==> src/rtl/crt_meas_pkg.sv <==
package crt_meas_pkg;
    // ----------------------------------------------------------------
    // Register byte addresses
    // ----------------------------------------------------------------
    localparam logic [7:0] A_CTRL       = 8'h00;
    localparam logic [7:0] A_TUBE_START = 8'h04;
    localparam logic [7:0] A_PIC_FIRST  = 8'h08;
    localparam logic [7:0] A_PIC_LAST   = 8'h0C;
    localparam logic [7:0] A_CUTOFF_R   = 8'h10;
    localparam logic [7:0] A_CUTOFF_G   = 8'h14;
    localparam logic [7:0] A_CUTOFF_B   = 8'h18;
    localparam logic [7:0] A_MEAS_BRT   = 8'h1C;
    localparam logic [7:0] A_LIM_THR    = 8'h20;
    localparam logic [7:0] A_LIM_MIN    = 8'h24;
    localparam logic [7:0] A_RES_CUT_R  = 8'h28;
    localparam logic [7:0] A_RES_CUT_G  = 8'h2C;
    localparam logic [7:0] A_RES_CUT_B  = 8'h30;
    localparam logic [7:0] A_RES_WD     = 8'h34;
    localparam logic [7:0] A_RES_MAX    = 8'h38;
    localparam logic [7:0] A_RES_MIN    = 8'h3C;
    localparam logic [7:0] A_STATUS     = 8'h40;
    // ----------------------------------------------------------------
    // Control field positions
    // ----------------------------------------------------------------
    localparam int CTRL_OFFSET_CHK = 0;
    localparam int CTRL_PIC_BW     = 1;
    localparam int CTRL_PIC_EN     = 2;
    localparam int CTRL_PIC_HWIN   = 3;
    localparam int CTRL_CLAMP_REF  = 4;
    // ----------------------------------------------------------------
    // Reset values and timing counts
    // ----------------------------------------------------------------
    localparam logic [9:0] TUBE_START_RST = 10'h010;
    localparam logic [9:0] PIC_FIRST_RST  = 10'h017;
    localparam logic [9:0] PIC_LAST_RST   = 10'h136;
    localparam logic [8:0] CUTOFF_RST     = 9'h100;
    localparam logic [7:0] LIM_THR_RST    = 8'hC0;
    localparam logic [7:0] LIM_MIN_RST    = 8'h40;
    localparam logic [7:0] MEAS_BRT_RST   = 8'h80;
    localparam logic [7:0] DEC_LEN_SMALL  = 8'hFE;
    localparam logic [7:0] DEC_LEN_LARGE  = 8'h7E;
    localparam logic [9:0] CUT_R_DELAY    = 10'h002;
    localparam logic [1:0] RECOVER_LINES  = 2'h3;
    localparam int         LPF_SHIFT      = 4;

    typedef enum logic [2:0] {
        T_IDLE    = 3'b000,
        T_OFFSET  = 3'b001,
        T_WAIT    = 3'b010,
        T_CUT_R   = 3'b011,
        T_CUT_G   = 3'b100,
        T_CUT_B   = 3'b101,
        T_WHITE   = 3'b110,
        T_RECOVER = 3'b111
    } tube_state_e;
endpackage

==> src/rtl/crt_measurement_sequencer.sv <==
// The implementer's own choices: the placing of the registers and the AHB-Lite interface to the registers.
`timescale 1ns/100ps
// How it works
// - Sense input is a 1-bit stream decimated to 8 bits, two bandwidths.
// - Tube cycle starts only on a vertical blanking line; cutoff and whitedrive lines use small bandwidth only.
// - Whitedrive line asserts range select output b.
// - Picture min/max measured in active video, range select output a set.
// - Picture vertical window programmable by first and last line, one line allowed.
// - Per field a tube set (cutoff RGB, one whitedrive) and picture set (max, min).
// - Reading blue cutoff result arms the next tube measurement cycle.
// - Cutoff RGB in one field; whitedrive rotates one colour per field.
// - Offset check mode forces cutoff and whitedrive drive to zero.
// - Tube lines disable beam limiting and substitute measurement brightness.
// - Red cutoff line is two lines after the programmed start line.
// - Writing picture enable bit runs one field of picture measurement.
// - Picture measurement starts only at a field boundary, in active video.
// - Picture measurement bandwidth chosen by a control bit.
// - Small and large horizontal windows; tube always uses the small one.
// - Limiter offset adjust runs two lines before the red cutoff line.
// - Excess over threshold is low-pass filtered and lowers drive gains.
// - Limiter gain never falls below programmable minimum.
// - Three lines after whitedrive line before limited drive returns.
// - Half contrast input halves RGB drive gain.
// - Three 9-bit cutoff levels written by host drive cutoff outputs.
module crt_measurement_sequencer (
    input  wire logic        clk,
    input  wire logic        nrst,
    input  wire logic        hsel,
    input  wire logic [31:0] haddr,
    input  wire logic [1:0]  htrans,
    input  wire logic        hwrite,
    input  wire logic [2:0]  hsize,
    input  wire logic [31:0] hwdata,
    input  wire logic        hready,
    output logic             hreadyout,
    output logic             hresp,
    output logic [31:0]      hrdata,
    input  wire logic        line_start,
    input  wire logic        field_start,
    input  wire logic        vblank,
    input  wire logic        hblank,
    input  wire logic        active_video,
    input  wire logic        small_hwindow,
    input  wire logic        measure_converter_input,
    input  wire logic        half_contrast_in,
    input  wire logic [7:0]  normal_brightness,
    output logic             range_select_out_a,
    output logic             range_select_out_b,
    output logic             lim_disable,
    output logic             lim_offset_adjust,
    output logic [7:0]       brightness_out,
    output logic [2:0]       meas_gun_select,
    output logic             drive_force_zero,
    output logic [8:0]       cutoff_level_r,
    output logic [8:0]       cutoff_level_g,
    output logic [8:0]       cutoff_level_b,
    output logic [7:0]       digital_drive_gain,
    output logic [7:0]       ext_contrast_gain,
    output logic             blank_half_level
);
    import crt_meas_pkg::*;

    // ----------------------------------------------------------------
    // Register state
    // ----------------------------------------------------------------
    logic       offset_check, pic_bw_large, pic_hwin_large, clamp_ref;
    logic [9:0] tube_start, pic_first, pic_last;
    logic [8:0] cutoff_r, cutoff_g, cutoff_b;
    logic [7:0] meas_brt, lim_thr, lim_min;
    logic [7:0] res_cut_r, res_cut_g, res_cut_b, res_wd, res_max, res_min;
    logic [1:0] res_wd_col, wd_colour;
    logic       tube_armed, tube_run, pic_pending, pic_run;
    logic [7:0] run_max, run_min, gain;
    logic       wr_pend;
    logic [7:0] wr_addr;
    logic [9:0] line_cnt;
    logic [1:0] recover_cnt;
    tube_state_e tstate;

    // ----------------------------------------------------------------
    // AHB-Lite slave
    // ----------------------------------------------------------------
    function automatic logic [31:0] read_mux(input logic [7:0] a);
        unique case (a)
            A_CTRL:       read_mux = {27'h0, clamp_ref, pic_hwin_large,
                                      pic_pending | pic_run, pic_bw_large, offset_check};
            A_TUBE_START: read_mux = {22'h0, tube_start};
            A_PIC_FIRST:  read_mux = {22'h0, pic_first};
            A_PIC_LAST:   read_mux = {22'h0, pic_last};
            A_CUTOFF_R:   read_mux = {23'h0, cutoff_r};
            A_CUTOFF_G:   read_mux = {23'h0, cutoff_g};
            A_CUTOFF_B:   read_mux = {23'h0, cutoff_b};
            A_MEAS_BRT:   read_mux = {24'h0, meas_brt};
            A_LIM_THR:    read_mux = {24'h0, lim_thr};
            A_LIM_MIN:    read_mux = {24'h0, lim_min};
            A_RES_CUT_R:  read_mux = {24'h0, res_cut_r};
            A_RES_CUT_G:  read_mux = {24'h0, res_cut_g};
            A_RES_CUT_B:  read_mux = {24'h0, res_cut_b};
            A_RES_WD:     read_mux = {22'h0, res_wd_col, res_wd};
            A_RES_MAX:    read_mux = {24'h0, res_max};
            A_RES_MIN:    read_mux = {24'h0, res_min};
            A_STATUS:     read_mux = {16'h0, gain, wd_colour, tstate,
                                      pic_run, pic_pending, tube_armed};
            default:      read_mux = 32'h0000_0000;
        endcase
    endfunction

    logic addr_ok, rd_cut_b, wr_now;
    assign addr_ok  = hsel & hready & htrans[1] & (haddr[31:8] == 24'h0) & (haddr[1:0] == 2'b00);
    assign rd_cut_b = addr_ok & ~hwrite & (haddr[7:0] == A_RES_CUT_B);
    assign wr_now   = wr_pend;

    // Zero wait states: read data is registered in the address phase
    always_ff @(posedge clk or negedge nrst) begin
        if (!nrst) begin
            hreadyout <= 1'b0;
            hresp     <= 1'b0;
            hrdata    <= 32'h0000_0000;
            wr_pend   <= 1'b0;
            wr_addr   <= 8'h00;
        end else begin
            hreadyout <= 1'b1;
            hresp     <= 1'b0;
            wr_pend   <= addr_ok & hwrite;
            wr_addr   <= haddr[7:0];
            if (addr_ok & ~hwrite) begin
                hrdata <= read_mux(haddr[7:0]);
            end
        end
    end

    always_ff @(posedge clk or negedge nrst) begin
        if (!nrst) begin
            offset_check   <= 1'b0;
            pic_bw_large   <= 1'b0;
            pic_hwin_large <= 1'b0;
            clamp_ref      <= 1'b0;
            tube_start     <= TUBE_START_RST;
            pic_first      <= PIC_FIRST_RST;
            pic_last       <= PIC_LAST_RST;
            cutoff_r       <= CUTOFF_RST;
            cutoff_g       <= CUTOFF_RST;
            cutoff_b       <= CUTOFF_RST;
            meas_brt       <= MEAS_BRT_RST;
            lim_thr        <= LIM_THR_RST;
            lim_min        <= LIM_MIN_RST;
        end else if (wr_now) begin
            unique case (wr_addr)
                A_CTRL: begin
                    offset_check   <= hwdata[CTRL_OFFSET_CHK];
                    pic_bw_large   <= hwdata[CTRL_PIC_BW];
                    pic_hwin_large <= hwdata[CTRL_PIC_HWIN];
                    clamp_ref      <= hwdata[CTRL_CLAMP_REF];
                end
                A_TUBE_START: tube_start <= hwdata[9:0];
                A_PIC_FIRST:  pic_first  <= hwdata[9:0];
                A_PIC_LAST:   pic_last   <= hwdata[9:0];
                A_CUTOFF_R:   cutoff_r   <= hwdata[8:0];
                A_CUTOFF_G:   cutoff_g   <= hwdata[8:0];
                A_CUTOFF_B:   cutoff_b   <= hwdata[8:0];
                A_MEAS_BRT:   meas_brt   <= hwdata[7:0];
                A_LIM_THR:    lim_thr    <= hwdata[7:0];
                A_LIM_MIN:    lim_min    <= hwdata[7:0];
                default: ;
            endcase
        end
    end

    a_hready_high: assert property (@(posedge clk) disable iff (!nrst)
        $past(nrst) |-> hreadyout && !hresp)
        else $error("slave stalled or errored");

    // ----------------------------------------------------------------
    // Line counter and decimator
    // ----------------------------------------------------------------
    always_ff @(posedge clk or negedge nrst) begin
        if (!nrst) begin
            line_cnt <= 10'h000;
        end else if (field_start) begin
            line_cnt <= 10'h000;
        end else if (line_start) begin
            line_cnt <= line_cnt + 10'h001;
        end
    end

    // Boxcar of 254 or 126 samples, one result every 255 or 127 clocks; long box is the small bandwidth
    logic       bw_large, smp_valid;
    logic [7:0] dec_cnt, ones, smp;
    assign bw_large = pic_run & pic_bw_large & (tstate == T_IDLE);

    always_ff @(posedge clk or negedge nrst) begin
        if (!nrst) begin
            dec_cnt   <= 8'h00;
            ones      <= 8'h00;
            smp       <= 8'h00;
            smp_valid <= 1'b0;
        end else begin
            smp_valid <= 1'b0;
            if (dec_cnt >= (bw_large ? DEC_LEN_LARGE : DEC_LEN_SMALL)) begin
                dec_cnt   <= 8'h00;
                ones      <= 8'h00;
                smp_valid <= 1'b1;
                smp       <= bw_large ? {ones[6:0], 1'b0} : ones;
            end else begin
                dec_cnt <= dec_cnt + 8'h01;
                ones    <= ones + {7'h0, measure_converter_input};
            end
        end
    end

    // ----------------------------------------------------------------
    // Tube measurement sequencer
    // ----------------------------------------------------------------
    always_ff @(posedge clk or negedge nrst) begin
        if (!nrst) begin
            tube_armed <= 1'b1;
            tube_run   <= 1'b0;
        end else begin
            if (field_start) begin
                tube_run <= tube_armed;
            end else if (tstate == T_RECOVER && recover_cnt == 2'h0 && line_start) begin
                tube_run <= 1'b0;
            end
            // A read in the consuming cycle keeps the cycle armed
            if (rd_cut_b) begin
                tube_armed <= 1'b1;
            end else if (field_start) begin
                tube_armed <= 1'b0;
            end
        end
    end

    a_cutb_rearm: assert property (@(posedge clk) disable iff (!nrst)
        rd_cut_b |=> tube_armed)
        else $error("blue cutoff read did not arm tube cycle");

    always_ff @(posedge clk or negedge nrst) begin
        if (!nrst) begin
            tstate      <= T_IDLE;
            recover_cnt <= 2'h0;
        end else if (field_start) begin
            tstate <= T_IDLE;
        end else if (line_start) begin
            unique case (tstate)
                T_IDLE: begin
                    if (tube_run && vblank && line_cnt + 10'h001 == tube_start) begin
                        tstate <= T_OFFSET;
                    end
                end
                T_OFFSET: tstate <= T_WAIT;
                T_WAIT:   tstate <= T_CUT_R;
                T_CUT_R:  tstate <= T_CUT_G;
                T_CUT_G:  tstate <= T_CUT_B;
                T_CUT_B:  tstate <= T_WHITE;
                T_WHITE: begin
                    tstate      <= T_RECOVER;
                    recover_cnt <= RECOVER_LINES - 2'h1;
                end
                T_RECOVER: begin
                    if (recover_cnt == 2'h0) begin
                        tstate <= T_IDLE;
                    end else begin
                        recover_cnt <= recover_cnt - 2'h1;
                    end
                end
            endcase
        end
    end

    a_cutr_line: assert property (@(posedge clk) disable iff (!nrst)
        $rose(tstate == T_CUT_R) |-> line_cnt == tube_start + CUT_R_DELAY)
        else $error("red cutoff line not two lines after start");
    a_white_recover: assert property (@(posedge clk) disable iff (!nrst)
        (tstate == T_WHITE && line_start && !field_start) |=> tstate == T_RECOVER)
        else $error("whitedrive line not followed by recovery");

    // Small window only for tube lines, one result per line
    logic tube_meas, tube_smp;
    assign tube_meas = tstate inside {T_CUT_R, T_CUT_G, T_CUT_B, T_WHITE};
    assign tube_smp  = tube_meas & smp_valid & small_hwindow;

    always_ff @(posedge clk or negedge nrst) begin
        if (!nrst) begin
            res_cut_r  <= 8'h00;
            res_cut_g  <= 8'h00;
            res_cut_b  <= 8'h00;
            res_wd     <= 8'h00;
            res_wd_col <= 2'h0;
            wd_colour  <= 2'h0;
        end else begin
            if (tube_smp) begin
                unique case (tstate)
                    T_CUT_R: res_cut_r <= smp;
                    T_CUT_G: res_cut_g <= smp;
                    T_CUT_B: res_cut_b <= smp;
                    T_WHITE: begin
                        res_wd     <= smp;
                        res_wd_col <= wd_colour;
                    end
                    default: ;
                endcase
            end
            if (tstate == T_WHITE && line_start) begin
                wd_colour <= (wd_colour == 2'h2) ? 2'h0 : wd_colour + 2'h1;
            end
        end
    end

    // ----------------------------------------------------------------
    // Picture measurement
    // ----------------------------------------------------------------
    logic pic_win;
    assign pic_win = pic_run & active_video & (line_cnt >= pic_first) &
                     (line_cnt <= pic_last) & (pic_hwin_large | small_hwindow);

    always_ff @(posedge clk or negedge nrst) begin
        if (!nrst) begin
            pic_pending <= 1'b0;
            pic_run     <= 1'b0;
            run_max     <= 8'h00;
            run_min     <= 8'hFF;
            res_max     <= 8'h00;
            res_min     <= 8'h00;
        end else begin
            // Host write wins over the field-start consumption
            if (wr_now && wr_addr == A_CTRL && hwdata[CTRL_PIC_EN]) begin
                pic_pending <= 1'b1;
            end else if (field_start) begin
                pic_pending <= 1'b0;
            end
            if (field_start) begin
                pic_run <= pic_pending;
                run_max <= 8'h00;
                run_min <= 8'hFF;
                if (pic_run) begin
                    res_max <= run_max;
                    res_min <= run_min;
                end
            end else if (pic_win && smp_valid) begin
                if (smp > run_max) begin
                    run_max <= smp;
                end
                if (smp < run_min) begin
                    run_min <= smp;
                end
            end
        end
    end

    a_pic_one_field: assert property (@(posedge clk) disable iff (!nrst)
        (field_start && !pic_pending) |=> !pic_run ##1 !pic_run)
        else $error("picture measurement ran past one field");

    // ----------------------------------------------------------------
    // Beam current limiter
    // ----------------------------------------------------------------
    logic [11:0] lpf;
    logic [7:0]  excess, atten;
    assign excess = (smp > lim_thr) ? smp - lim_thr : 8'h00;
    assign atten  = lpf[11:4];

    always_ff @(posedge clk or negedge nrst) begin
        if (!nrst) begin
            lpf  <= 12'h000;
            gain <= 8'hFF;
        end else begin
            if (smp_valid && active_video && tstate == T_IDLE) begin
                lpf <= lpf + {4'h0, excess} - (lpf >> LPF_SHIFT);
            end
            gain <= (8'hFF - atten < lim_min) ? lim_min : 8'hFF - atten;
        end
    end

    a_gain_floor: assert property (@(posedge clk) disable iff (!nrst)
        $past(nrst) |-> gain >= $past(lim_min))
        else $error("limiter gain below lower limit");

    // ----------------------------------------------------------------
    // Output drive
    // ----------------------------------------------------------------
    logic override, force0;
    assign override = tstate != T_IDLE && tstate != T_OFFSET;
    assign force0   = offset_check & tube_meas;

    always_ff @(posedge clk or negedge nrst) begin
        if (!nrst) begin
            range_select_out_a <= 1'b0;
            range_select_out_b <= 1'b0;
            lim_disable        <= 1'b0;
            lim_offset_adjust  <= 1'b0;
            brightness_out     <= 8'h00;
            meas_gun_select    <= 3'h0;
            drive_force_zero   <= 1'b0;
            cutoff_level_r     <= 9'h000;
            cutoff_level_g     <= 9'h000;
            cutoff_level_b     <= 9'h000;
            digital_drive_gain <= 8'h00;
            ext_contrast_gain  <= 8'h00;
            blank_half_level   <= 1'b0;
        end else begin
            range_select_out_a <= pic_win;
            range_select_out_b <= tstate == T_WHITE;
            lim_disable        <= override;
            lim_offset_adjust  <= tstate == T_OFFSET;
            brightness_out     <= override ? meas_brt : normal_brightness;
            meas_gun_select    <= tstate == T_CUT_R ? 3'b001 :
                                  tstate == T_CUT_G ? 3'b010 :
                                  tstate == T_CUT_B ? 3'b100 :
                                  tstate == T_WHITE ? 3'b001 << wd_colour : 3'b000;
            drive_force_zero   <= force0;
            cutoff_level_r     <= force0 ? 9'h000 : cutoff_r;
            cutoff_level_g     <= force0 ? 9'h000 : cutoff_g;
            cutoff_level_b     <= force0 ? 9'h000 : cutoff_b;
            // External RGB keeps full contrast under half contrast
            digital_drive_gain <= override ? 8'hFF :
                                  half_contrast_in ? {1'b0, gain[7:1]} : gain;
            ext_contrast_gain  <= override ? 8'hFF : gain;
            blank_half_level   <= clamp_ref & (hblank | vblank);
        end
    end

    a_rsb_white: assert property (@(posedge clk) disable iff (!nrst)
        (tstate == T_WHITE) |=> range_select_out_b)
        else $error("range select b missing in whitedrive line");
    a_half_gain: assert property (@(posedge clk) disable iff (!nrst)
        (half_contrast_in && !override) |=> digital_drive_gain == {1'b0, $past(gain[7:1])})
        else $error("half contrast did not halve drive gain");
    a_offset_zero: assert property (@(posedge clk) disable iff (!nrst)
        (offset_check && tube_meas) |=> drive_force_zero && cutoff_level_r == 9'h000)
        else $error("offset check did not force zero drive");
    a_limiter_off: assert property (@(posedge clk) disable iff (!nrst)
        (tstate == T_CUT_R) |=> lim_disable && brightness_out == $past(meas_brt))
        else $error("limiter active during tube measurement");

endmodule // crt_measurement_sequencer

==> config.mk <==
export PLATFORM = sky130hd
export DESIGN_NAME = crt_measurement_sequencer
export DESIGN_NICKNAME = d
export VERILOG_FILES = /design/src/rtl/crt_meas_pkg.sv /design/src/rtl/crt_measurement_sequencer.sv
export SDC_FILE = /design/constraint.sdc
export NUM_CORES = 1
export LEC_CHECK = 0
export BUFFER_PORTS_ARGS = -buffer_cell sky130_fd_sc_hd__buf_2
export CAP_MARGIN = 10
export CORE_AREA = 2 2 240 242
export CTS_BUF_LIST = sky130_fd_sc_hd__clkbuf_8
export DETAILED_ROUTE_END_ITERATION = 6
export DIE_AREA = 0 0 242 244
export REMOVE_ABC_BUFFERS = 1
export SLEW_MARGIN = 20
export SYNTH_ARGS = -nofsm -noshare
export SYNTH_HDL_FRONTEND = slang
export SYNTH_SLANG_ARGS = --single-unit
==> constraint.sdc <==
create_clock -name clk -period 4.3 [get_ports clk]
set_clock_uncertainty 0.1 [all_clocks]
set_input_delay 0.43 -clock clk [delete_from_list [all_inputs] [get_ports clk]]
set_output_delay 0.43 -clock clk [all_outputs]
set_load 0.01 [all_outputs]
==> impl_metrics.toml, run 1 <==
[synth]
synth_edf_count = 0
synth_seq_area_share_pct = 48.8
syn_avg_cell_area_um2 = 10.7
syn_inst = 1458
synth_top_area_share_pct = 43.1
synth_warnings = 0
async_flop_share_pct = 100
ys.flop_type = "dfrtp_1"
synth_common_cells = "dfrtp_1, mux2_2, nand2_1, inv_1, nor2_1"
synthTopCellsByArea = "dfrtp_1, mux2_2, dfstp_2, ha_1, mux2i_1"
ys_types = 75
syn-cell-area_mm2 = 0.0156
synth-seq-cells = 303
yosysTopAreaCell = "dfrtp_1"
synth_most_common_cell = "dfrtp_1"

[job]
cap_violations = 0

[finish]
post-route-util_pct = 33.4
syn_to_final_growth_pct = 20.3
postLayoutCellArea_mm2 = 0.0188
fin_nets = 1830
drive_gt1_share_pct = 28.2

[global_routing]
grt_antenna_before_repair = 2
track_usage_pct = 16.8
grt_pass1_vias = 12400
grt_pass1_wl_mm = 75.4
grt_max_degree = 113
grt.overflow.total = 0

[detailed_routing]
wl_per_cell_um = 20.1
ant_nets = 0
wirelength_mm = 49.5
routed_via_density = 4.89
vias = 12000
drt_first_pass_iters = 5
drt-initial-drc-count = 764
drc = 0

[floorplanning]
die-area_mm2 = 0.0590
fp.dieW_um = 242
die_h_um = 244
rows = 87
core-area_mm2 = 0.0562
initial_core_util_pct = 27.8
ios = 184

[sta]
slew_violations = 0
setup_viol = 0
hold_viol = 0
fmax_ghz = 0.241
slew_headroom_pct = 30.9
period_share_pct = 96.6
period_needed_ns = 4.16
fin_ws_ns = 0.145
tightest_slew_ns = 1.03
fin_hold_ws_ns = 0.0419

[clock_tree]
root_buffer = "clkbuf_8"
cts_buffer_depth = 3
clk_latency_ns = 0.65
clkTransAtPathRegs_ns = 0.06
ctsHtreeMaxLevel = 2
cts_tree = "yes"
numCtsBuffers = 49
cts_sinks = 303

[placed_design]
hpwl_mm = 35.9
routabilityCongestion = 0.946
numPortBuffers = 140
post-place-ws_ns = -0.147
dpl_cell_area_mm2 = 0.0174

[setup_path]
cp-start-kind = "register"
cp.required_ns = 4.73
r2r_end = "lpf[11]$_DFFE_PN0P_"
r2r-start = "lim_thr[0]$_DFFE_PN0P_"
worstPathArrival_ns = 4.58
cp-end-kind = "register"
crit_fanout = 5
r2r_setup_slack_ns = 0.14
reg2regPathDepth = 18
critical_path_class = "register to register"

[power]
ir_drop_mv = 0.195
p_per_area_mw_per_mm2 = 331
total_power_mw = 6.22
leakagePower_nw = 8.78

[hold_path]
whs_path_depth = 4
hold_path_end = "ones[0]$_DFF_PN0_"
hold_path.class = "primary input to register"
min_from = "measure_converter_input"

[run_status]
status = "completed"
==> state kept, by name, summed over array words and instances, names as in the netlist, 10 cells and up <==
name / cells
lpf: 12
tube_start: 10
pic_last: 10
pic_first: 10
hrdata: 16
line_cnt: 10
==> power breakdown <==
| part | internal (mW) | total (mW) | switching, mW |
|---|---|---|---|
| sequential | 2.96 | 3.06 | 0.0978 |
| clock | 1.47 | 2.68 | 1.21 |
| combinational | 0.186 | 0.485 | 0.298 |
==> cells by family after synthesis <==
logic type	count (synthesis)	synth area share [%]
AND/OR/NAND/NOR	421	13.8
flip-flops	303	48.8
AO/OA/AOI/OAI	249	10.4
multiplexers	181	12.8
buffers and inverters	179	4.90
adder cells (fa/ha/maj)	78	6.68
XOR/XNOR	45	2.52
other	2	0.0481
==> per-layer routing <==
layer / up-vias / routed length, um / global-route usage [%]
li1: 5521 / - / -
met1: 6006 / 20700 / 20.8
met2: 367 / 23900 / 28.2
met3: 111 / 2750 / 3.57
met4: 4 / 2070 / 7.21
met5: - / 26 / 0
==> worst max-delay path, stage by stage, from the launching register on <==
cell     delay, ns
dfrtp_1       0.41
ha_4          0.18
fa_2          0.37
nor2b_2       0.13
o21ai_2       0.07
a21oi_2       0.20
o31ai_2       0.10
a21oi_2       0.22
buf_4         0.17
nand2_2       0.06
fa_1          0.56
inv_2         0.05
ha_4          0.21
o21a_1        0.11
o21a_1        0.19
o211a_1       0.25
or4_1         0.41
a21oi_1       0.15
o32ai_1       0.09
==> placed cells by master, fill, tap and decap left out, types with 6 or more instances in the layout <==
cell type,count
dfrtp_1,269
buf_2,139
mux2_2,125
nand2_1,112
inv_1,108
nor2_1,96
o21ai_0,79
clkbuf_8,65
ha_1,64
buf_4,58
mux2i_1,53
a21oi_1,42
and2_1,35
dfstp_2,34
nand3_1,33
xor2_1,25
xnor2_1,20
dlygate4sd3_1,19
nand4_1,18
nand2b_1,18
conb_1,18
and3_1,17
a22oi_1,17
nor3_1,16
o31ai_1,14
nor2b_1,13
a22o_1,13
or4_1,13
or3_1,12
o21a_1,10
nor4_1,8
a211oi_1,8
o22ai_1,7
fa_1,7
clkinv_2,7
o211ai_1,6
==> worst max path at each step <==
stage	slack, ns	startpoint	to	depth (start not counted)
after global placement	-0.05	lim_thr[0]$_DFFE_PN0P_	lpf[10]$_DFFE_PN0P_	18
after global routing	-0.04	lim_thr[0]$_DFFE_PN0P_	lpf[11]$_DFFE_PN0P_	17
after floorplan	-0.03	smp[0]$_DFFE_PN0N_	lpf[11]$_DFFE_PN0P_	18
final	0.14	lim_thr[0]$_DFFE_PN0P_	lpf[11]$_DFFE_PN0P_	18
after CTS	-0.01	lim_thr[0]$_DFFE_PN0P_	lpf[11]$_DFFE_PN0P_	18
after detailed placement	-0.15	lim_thr[0]$_DFFE_PN0P_	lpf[10]$_DFFE_PN0P_	18
==> per-stage QoR <==
step                cells  TNS, ns
floorplan            1393  -0.0337
global placement     2344   -0.108
detailed placement   2344   -0.401
CTS                  2453  -0.0104
global route         2457  -0.0691
finish               2458        0
==> final cells by class <==
type | count | area [um^2]
Fill cell | 5729 | 37400
Sequential cell | 303 | 7620
Multi-Input combinational cell | 992 | 7420
Timing Repair Buffer | 218 | 1360
Tap cell | 756 | 946
Clock buffer | 65 | 895
Inverter | 98 | 368
Clock inverter | 25 | 160
Antenna cell | 1 | 2.50
==> repair_timing <==
action / CTS / global route
pin swaps: 1 / 18
buffers inserted: 0 / 4
hold endpoints to repair: 110 / 0
hold buffers: 19 / 0
endpoints found under the setup margin: 3 / 7
resized for setup: 5 / 28
(Power assumes the default switching activity.)
==> run 2, diff against run 1 <==
- REMOVE_ABC_BUFFERS: 1 -> not set
==> run 2 against run 1 <==
Core utilization down 0.14 points. Clock power about the same. Combinational power down 0.8%. Highest routed layer unchanged. Final cell count down 0.45%. Register-to-register slack worse by 0.02 ns. Die area unchanged. Flip-flop and latch count unchanged. Hold slack better by 0.054 ns. Sequential share of layout area up 0.17 points. Design area down 0.43%. First-iteration DRC count up 1.8%. Largest cell class unchanged.
==> impl_metrics.toml, run 2 (same netlist as run 1, synthesis figures left out) <==
[global_routing]
grt_pass1_wl_mm = 73.1
track_usage_pct = 15.9
grt_max_degree = 113
grt_pass1_vias = 11900
grt_antenna_before_repair = 3
grt.overflow.total = 0

[hold_path]
min_from = "hwdata[2]"
hold_path_end = "pic_first[2]$_DFFE_PN1P_"
whs_path_depth = 3
hold_path.class = "primary input to register"

[setup_path]
cp.required_ns = 4.72
slowest_delay_ns = 0.51
r2r-start = "lim_thr[0]$_DFFE_PN0P_"
critical_path_class = "register to register"
r2r_end = "lpf[10]$_DFFE_PN0P_"
cp_cell_sequence = "ha_4, fa_2, nor2b_1, o21ai_2, a21oi_2, o31ai_2, a21oi_2, nand2b_1, fa_1, buf_4, fa_2, nor2b_1, o21ai_1, a21boi_1, o41ai_1, buf_4, or4_1, nand3_1"
cp-start-kind = "register"
r2r_setup_slack_ns = 0.13
crit_fanout = 4
worstPathArrival_ns = 4.59
cp-end-kind = "register"
cp_slowest_cell = "fa_1"
reg2regPathDepth = 18

[detailed_routing]
met1Wirelength_mm = 20.9
routed_via_density = 4.86
wl_per_cell_um = 19.5
vias = 11900
wirelength_mm = 47.7
drt_first_pass_iters = 7
drc = 0
dr_wl_met3_mm = 2.47
routed.top_layer = "met5"
drt-initial-drc-count = 778
ant_nets = 0
route.met2.wl_mm = 22.7

[finish]
top_register = "hrdata"
syn_to_final_growth_pct = 19.7
mostFrequentLayoutCell = "dfrtp_1"
fin_nets = 1821
largestRegisters = "hrdata x16, lpf x12"
largest_reg_flops = 16
postLayoutCellArea_mm2 = 0.0187
final_cell_mix = "dfrtp_1, buf_2, mux2_2"
drive_gt1_share_pct = 27.5

[sta]
slew_headroom_pct = 27.8
hold_viol = 0
setup_viol = 0
slew_violations = 0
period_share_pct = 97.0
fmax_ghz = 0.240
period_needed_ns = 4.17
fin_hold_ws_ns = 0.0957
tightest_slew_ns = 1.08
tns_ns = 0

[floorplanning]
ios = 184
die-area_mm2 = 0.0590
core-area_mm2 = 0.0562
rows = 87
die_h_um = 244
initial_core_util_pct = 27.8
fp.dieW_um = 242

[power]
ir_drop_mv = 0.178
p_per_area_mw_per_mm2 = 334
leakagePower_nw = 8.71

[placed_design]
hpwl_mm = 34.6
numPortBuffers = 140
dpl_cell_area_mm2 = 0.0173
routabilityCongestion = 0.903

[clock_tree]
cts_tree = "yes"
cts_buffer_depth = 3
ctsHtreeMaxLevel = 2
root_buffer = "clkbuf_8"
cts_sinks = 303
numCtsBuffers = 49
clk_latency_ns = 0.62
clkTransAtPathRegs_ns = 0.06

[run_status]
status = "completed"

[job]
cap_violations = 0
[run 2: cell types whose count changed in the layout (fill, tap and decap cells not counted), sizes merged]
cell,change
buf,-7
bufinv,+3
clkbuf,-9
clkinv,+3
clkinvlp,+1
dlygate4sd3,-2
[run 2: worst max-delay path by stage]
stage	from	to	slack, ns	cells after the start
floorplan	smp[0]$_DFFE_PN0N_	lpf[11]$_DFFE_PN0P_	0.10	18
global placement	lim_thr[0]$_DFFE_PN0P_	lpf[11]$_DFFE_PN0P_	0.04	17
detailed placement	lim_thr[0]$_DFFE_PN0P_	lpf[11]$_DFFE_PN0P_	-0.09	17
CTS	lim_thr[0]$_DFFE_PN0P_	lpf[11]$_DFFE_PN0P_	-0.002	17
global route	lim_thr[0]$_DFFE_PN0P_	lpf[11]$_DFFE_PN0P_	-0.01	19
finish	lim_thr[0]$_DFFE_PN0P_	lpf[10]$_DFFE_PN0P_	0.13	18
[run 2: layout make-up]
class                   instances  area [um^2]
flip-flops and latches        303         7620
inverters                      98          368
multi-input cells             992         7420
diodes                          1         2.50
clock buffers                  56          771
repair buffers                209         1280
fillers                      5721        37500
clock inverters                32          280
well taps                     756          946
[run 2: repair_timing]
action,in CTS,in global routing
hold endpoints to repair,110,0
pin swaps,2,13
hold buffers,17,0
setup buffers,0,6
resized for setup,2,26
endpoints found under the setup margin,3,7
[run 2: through the flow]
stage	cells	worst slack, ns	utilization [%]	total power [mW]
after detailed placement	2335	-0.0856	30.8	3.58
after global placement	2335	0.0356	30.8	3.57
after floorplan	1474	0.103	-	3.34
after CTS	2440	-0.00206	33.0	6.32
final	2447	0.127	33.3	6.24
after global routing	2447	-0.0141	33.3	6.50
[run 2: metal layers]
metal  up-vias  global-route usage (%)
met5         -                       0
met4         2                    5.95
met3        94                    2.40
met2       359                    26.7
met1      5932                    20.8
li1       5503                       -
[run 2: power by group]
part,switching [mW],leakage [nW],internal [mW],total (mW)
registers,0.101,3.80,2.96,3.06
logic,0.298,4.32,0.183,0.481
clock network,1.20,0.598,1.50,2.70
[run 2: critical path, delay by kind of cell, from the launching register on]
family / cells / cell delay, ns
DFF: 1 / 0.41
adders and majority gates: 4 / 1.45
AOI/OAI and AO/OA: 7 / 0.95
buffers and inverters: 2 / 0.30
and+or+nand+nor: 5 / 0.86
==> run 3, diff against run 2 <==
- ABC_AREA: not set -> 1
- CORE_AREA: 2 2 240 242 -> 2 2 238 240
- DIE_AREA: 0 0 242 244 -> 0 0 240 242
==> run 3 against run 2 <==
Setup slack better by 0.16 ns. Global-route usage up 0.81 points. Critical path type unchanged. Clock power up 9.3%. Final cell count up 16%. Synthesized cell count up 26%. Combinational power up 76%. First-iteration DRC count up 18%. Total power up 12%. Fmax up 4.0%. Wire length up 1.5%.
==> impl_metrics.toml, run 3 <==
[run_status]
status = "completed"

[finish]
instances_no_fill = 2840
final_cell_mix = "nand2_1, dfrtp_1, inv_1"
post-route-util_pct = 33.2
largestRegisters = "hrdata x16, lpf x12"
fin_nets = 2210
mostFrequentLayoutCell = "nand2_1"
num_antenna_cells = 0
largest_reg_flops = 16
drive_gt1_share_pct = 16.3
syn_to_final_growth_pct = 20.1
top_register = "hrdata"

[sta]
period_needed_ns = 4.01
fmax_ghz = 0.249
setup_viol = 0
tightest_slew_ns = 0.948
period_share_pct = 93.3
rsz0062_at_grt = "no"
slew_headroom_pct = 36.8
slew_violations = 0
hold_viol = 0
tns_ns = 0

[synth]
synth_seq_area_share_pct = 49.6
syn_avg_cell_area_um2 = 8.38
synthTopCellsByArea = "dfrtp_1, nand2_1, o21ai_0, dfstp_2, ha_1"
synth_warnings = 0
synth_edf_count = 0
yosysTopAreaCell = "dfrtp_1"
async_flop_share_pct = 100
syn_inst = 1836
synth-seq-cells = 303
syn-cell-area_mm2 = 0.0154
ys_types = 55
synth_most_common_cell = "nand2_1"
ys.flop_type = "dfrtp_1"
synth_top_area_share_pct = 43.8
synth_common_cells = "nand2_1, dfrtp_1, inv_1, o21ai_0, nor2_1"

[setup_path]
cp-end-kind = "register"
worstPathArrival_ns = 4.47
cp.required_ns = 4.76
critical_path_class = "register to register"
r2r_end = "lpf[8]$_DFFE_PN0P_"
cp-start-kind = "register"
cp_cell_sequence = "inv_1, ha_1, nand2_1, nor3_2, nand2_1, a32oi_4, buf_4, nand3_1, fa_1, inv_1, ha_1, a21oi_1, o21ai_1, a21oi_2, nor2_1, o21ai_0, nand2_1, o22ai_1"
worst-path-buf-inv = 3
critPathMostFrequentCell = "nand2_1"
reg2regPathDepth = 18
crit_fanout = 7
cpLargestDelayFamily = "adder cells"
slowest_delay_ns = 0.52
cp_slowest_cell = "dfstp_2"
r2r-start = "lim_thr[6]$_DFFE_PN1P_"
r2r_setup_slack_ns = 0.29

[global_routing]
grt_antenna_before_repair = 2
grt_pass1_wl_mm = 75.5
grt_max_degree = 110
grt_pass1_vias = 13500
grt.overflow.total = 0
track_usage_pct = 16.8

[clock_tree]
clkTransAtPathRegs_ns = 0.06
cts_sinks = 303
cts_tree = "yes"
ctsHtreeMaxLevel = 2
numCtsBuffers = 54
cts_buffer_depth = 3
root_buffer = "clkbuf_8"
clk_latency_ns = 0.69

[hold_path]
whs_path_depth = 4
hold_path.class = "primary input to register"
min_from = "measure_converter_input"
hold_path_end = "ones[0]$_DFF_PN0_"

[placed_design]
numPortBuffers = 140
routabilityCongestion = 0.919
hpwl_mm = 35.9
place_inst = 2708

[detailed_routing]
wirelength_mm = 48.4
drt_first_pass_iters = 7
drc = 0
wl_per_cell_um = 17.1
vias = 13400
routed_via_density = 4.72
drt-initial-drc-count = 916
ant_nets = 0

[power]
ir_drop_mv = 0.190
leakagePower_nw = 9.30
p_per_area_mw_per_mm2 = 380
total_power_mw = 7.01

[floorplanning]
rows = 87
die_h_um = 242
core-area_mm2 = 0.0557
initial_core_util_pct = 27.6
ios = 184
fp.dieW_um = 240
die-area_mm2 = 0.0581

[job]
cap_violations = 0
run 3: cell count changes in the layout (fill, tap and decap cells not counted), moves of 35 or more:
cell,previous run,this run
nand2_1,113,462
mux2_2,125,1
mux2i_1,53,0
nand3_1,33,112
o21ai_0,78,181
and2_1,35,0
inv_1,111,239
run 3: timing repair:
action	in CTS	in global routing
setup buffers	0	1
endpoints found under the hold margin	152	0
hold buffers	33	0
setup endpoints to repair	0	7
resized for setup	0	11
run 3: final cells by class:
class | instances | area, um^2
Clock buffer | 65 | 895
Clock inverter | 33 | 283
Fill cell | 5871 | 37300
Inverter | 235 | 885
Multi-Input combinational cell | 1256 | 6640
Sequential cell | 303 | 7620
Tap cell | 756 | 946
Timing Repair Buffer | 192 | 1210
run 3: per-stage QoR:
stage	hold slack, ns	cell area [um^2]	worst slack [ns]
6_report	0.0683	18500	0.288
5_1_grt	0.0934	18500	0.0131
4_1_cts	0.0307	18400	0.0789
3_3_place_gp	0.358	16900	0.216
3_5_place_dp	0.364	16900	0.118
2_1_floorplan	0.0344	15400	0.616
run 3: worst max path at each step:
stage | cells past startpoint | end | slack [ns] | startpoint
floorplan | 18 | lpf[8]$_DFFE_PN0P_ | 0.62 | smp[0]$_DFFE_PN0N_
CTS | 18 | lpf[8]$_DFFE_PN0P_ | 0.08 | smp[0]$_DFFE_PN0N_
finish | 18 | lpf[8]$_DFFE_PN0P_ | 0.29 | lim_thr[6]$_DFFE_PN1P_
global route | 21 | lpf[11]$_DFFE_PN0P_ | 0.01 | smp[0]$_DFFE_PN0N_
global placement | 18 | lpf[7]$_DFFE_PN0P_ | 0.22 | smp[0]$_DFFE_PN0N_
detailed placement | 18 | lpf[7]$_DFFE_PN0P_ | 0.12 | smp[0]$_DFFE_PN0N_
run 3: per-layer routing:
layer	track usage (%)	up-vias	routed length (um)
li1	-	6394	-
met1	21.1	6525	20700
met2	28.2	371	23200
met3	3.25	113	2630
met4	6.47	4	1840
met5	0	-	24
run 3: power breakdown:
group	switching [mW]	internal, mW
Clock	1.32	1.63
Sequential	0.140	3.08
Combinational	0.566	0.280
Total	2.03	4.99
run 3: cells by family (layout without fill, tap and decap cells):
| group | after synthesis | count (layout) | share of synthesized area [%] |
|---|---|---|---|
| simple gates | 823 | 823 | 23.5 |
| compound gates | 332 | 332 | 11.9 |
| flops | 303 | 303 | 49.6 |
| buf+inv | 293 | 525 | 7.91 |
| fa+ha+maj | 78 | 78 | 6.78 |
| xor+xnor | 4 | 4 | 0.228 |
| other cells | 2 | 18 | 0.0488 |
| mux | 1 | 1 | 0.0732 |
run 3: worst register-to-register path: stages, from the launching register on:
cell and delay [ns]:
dfstp_2 0.52, inv_1 0.06, ha_1 0.43, nand2_1 0.10, nor3_2 0.22, nand2_1 0.15, a32oi_4 0.26, buf_4 0.17
nand3_1 0.09, fa_1 0.50, inv_1 0.04, ha_1 0.35, a21oi_1 0.21, o21ai_1 0.12, a21oi_2 0.16, nor2_1 0.08
o21ai_0 0.16, nand2_1 0.07, o22ai_1 0.11
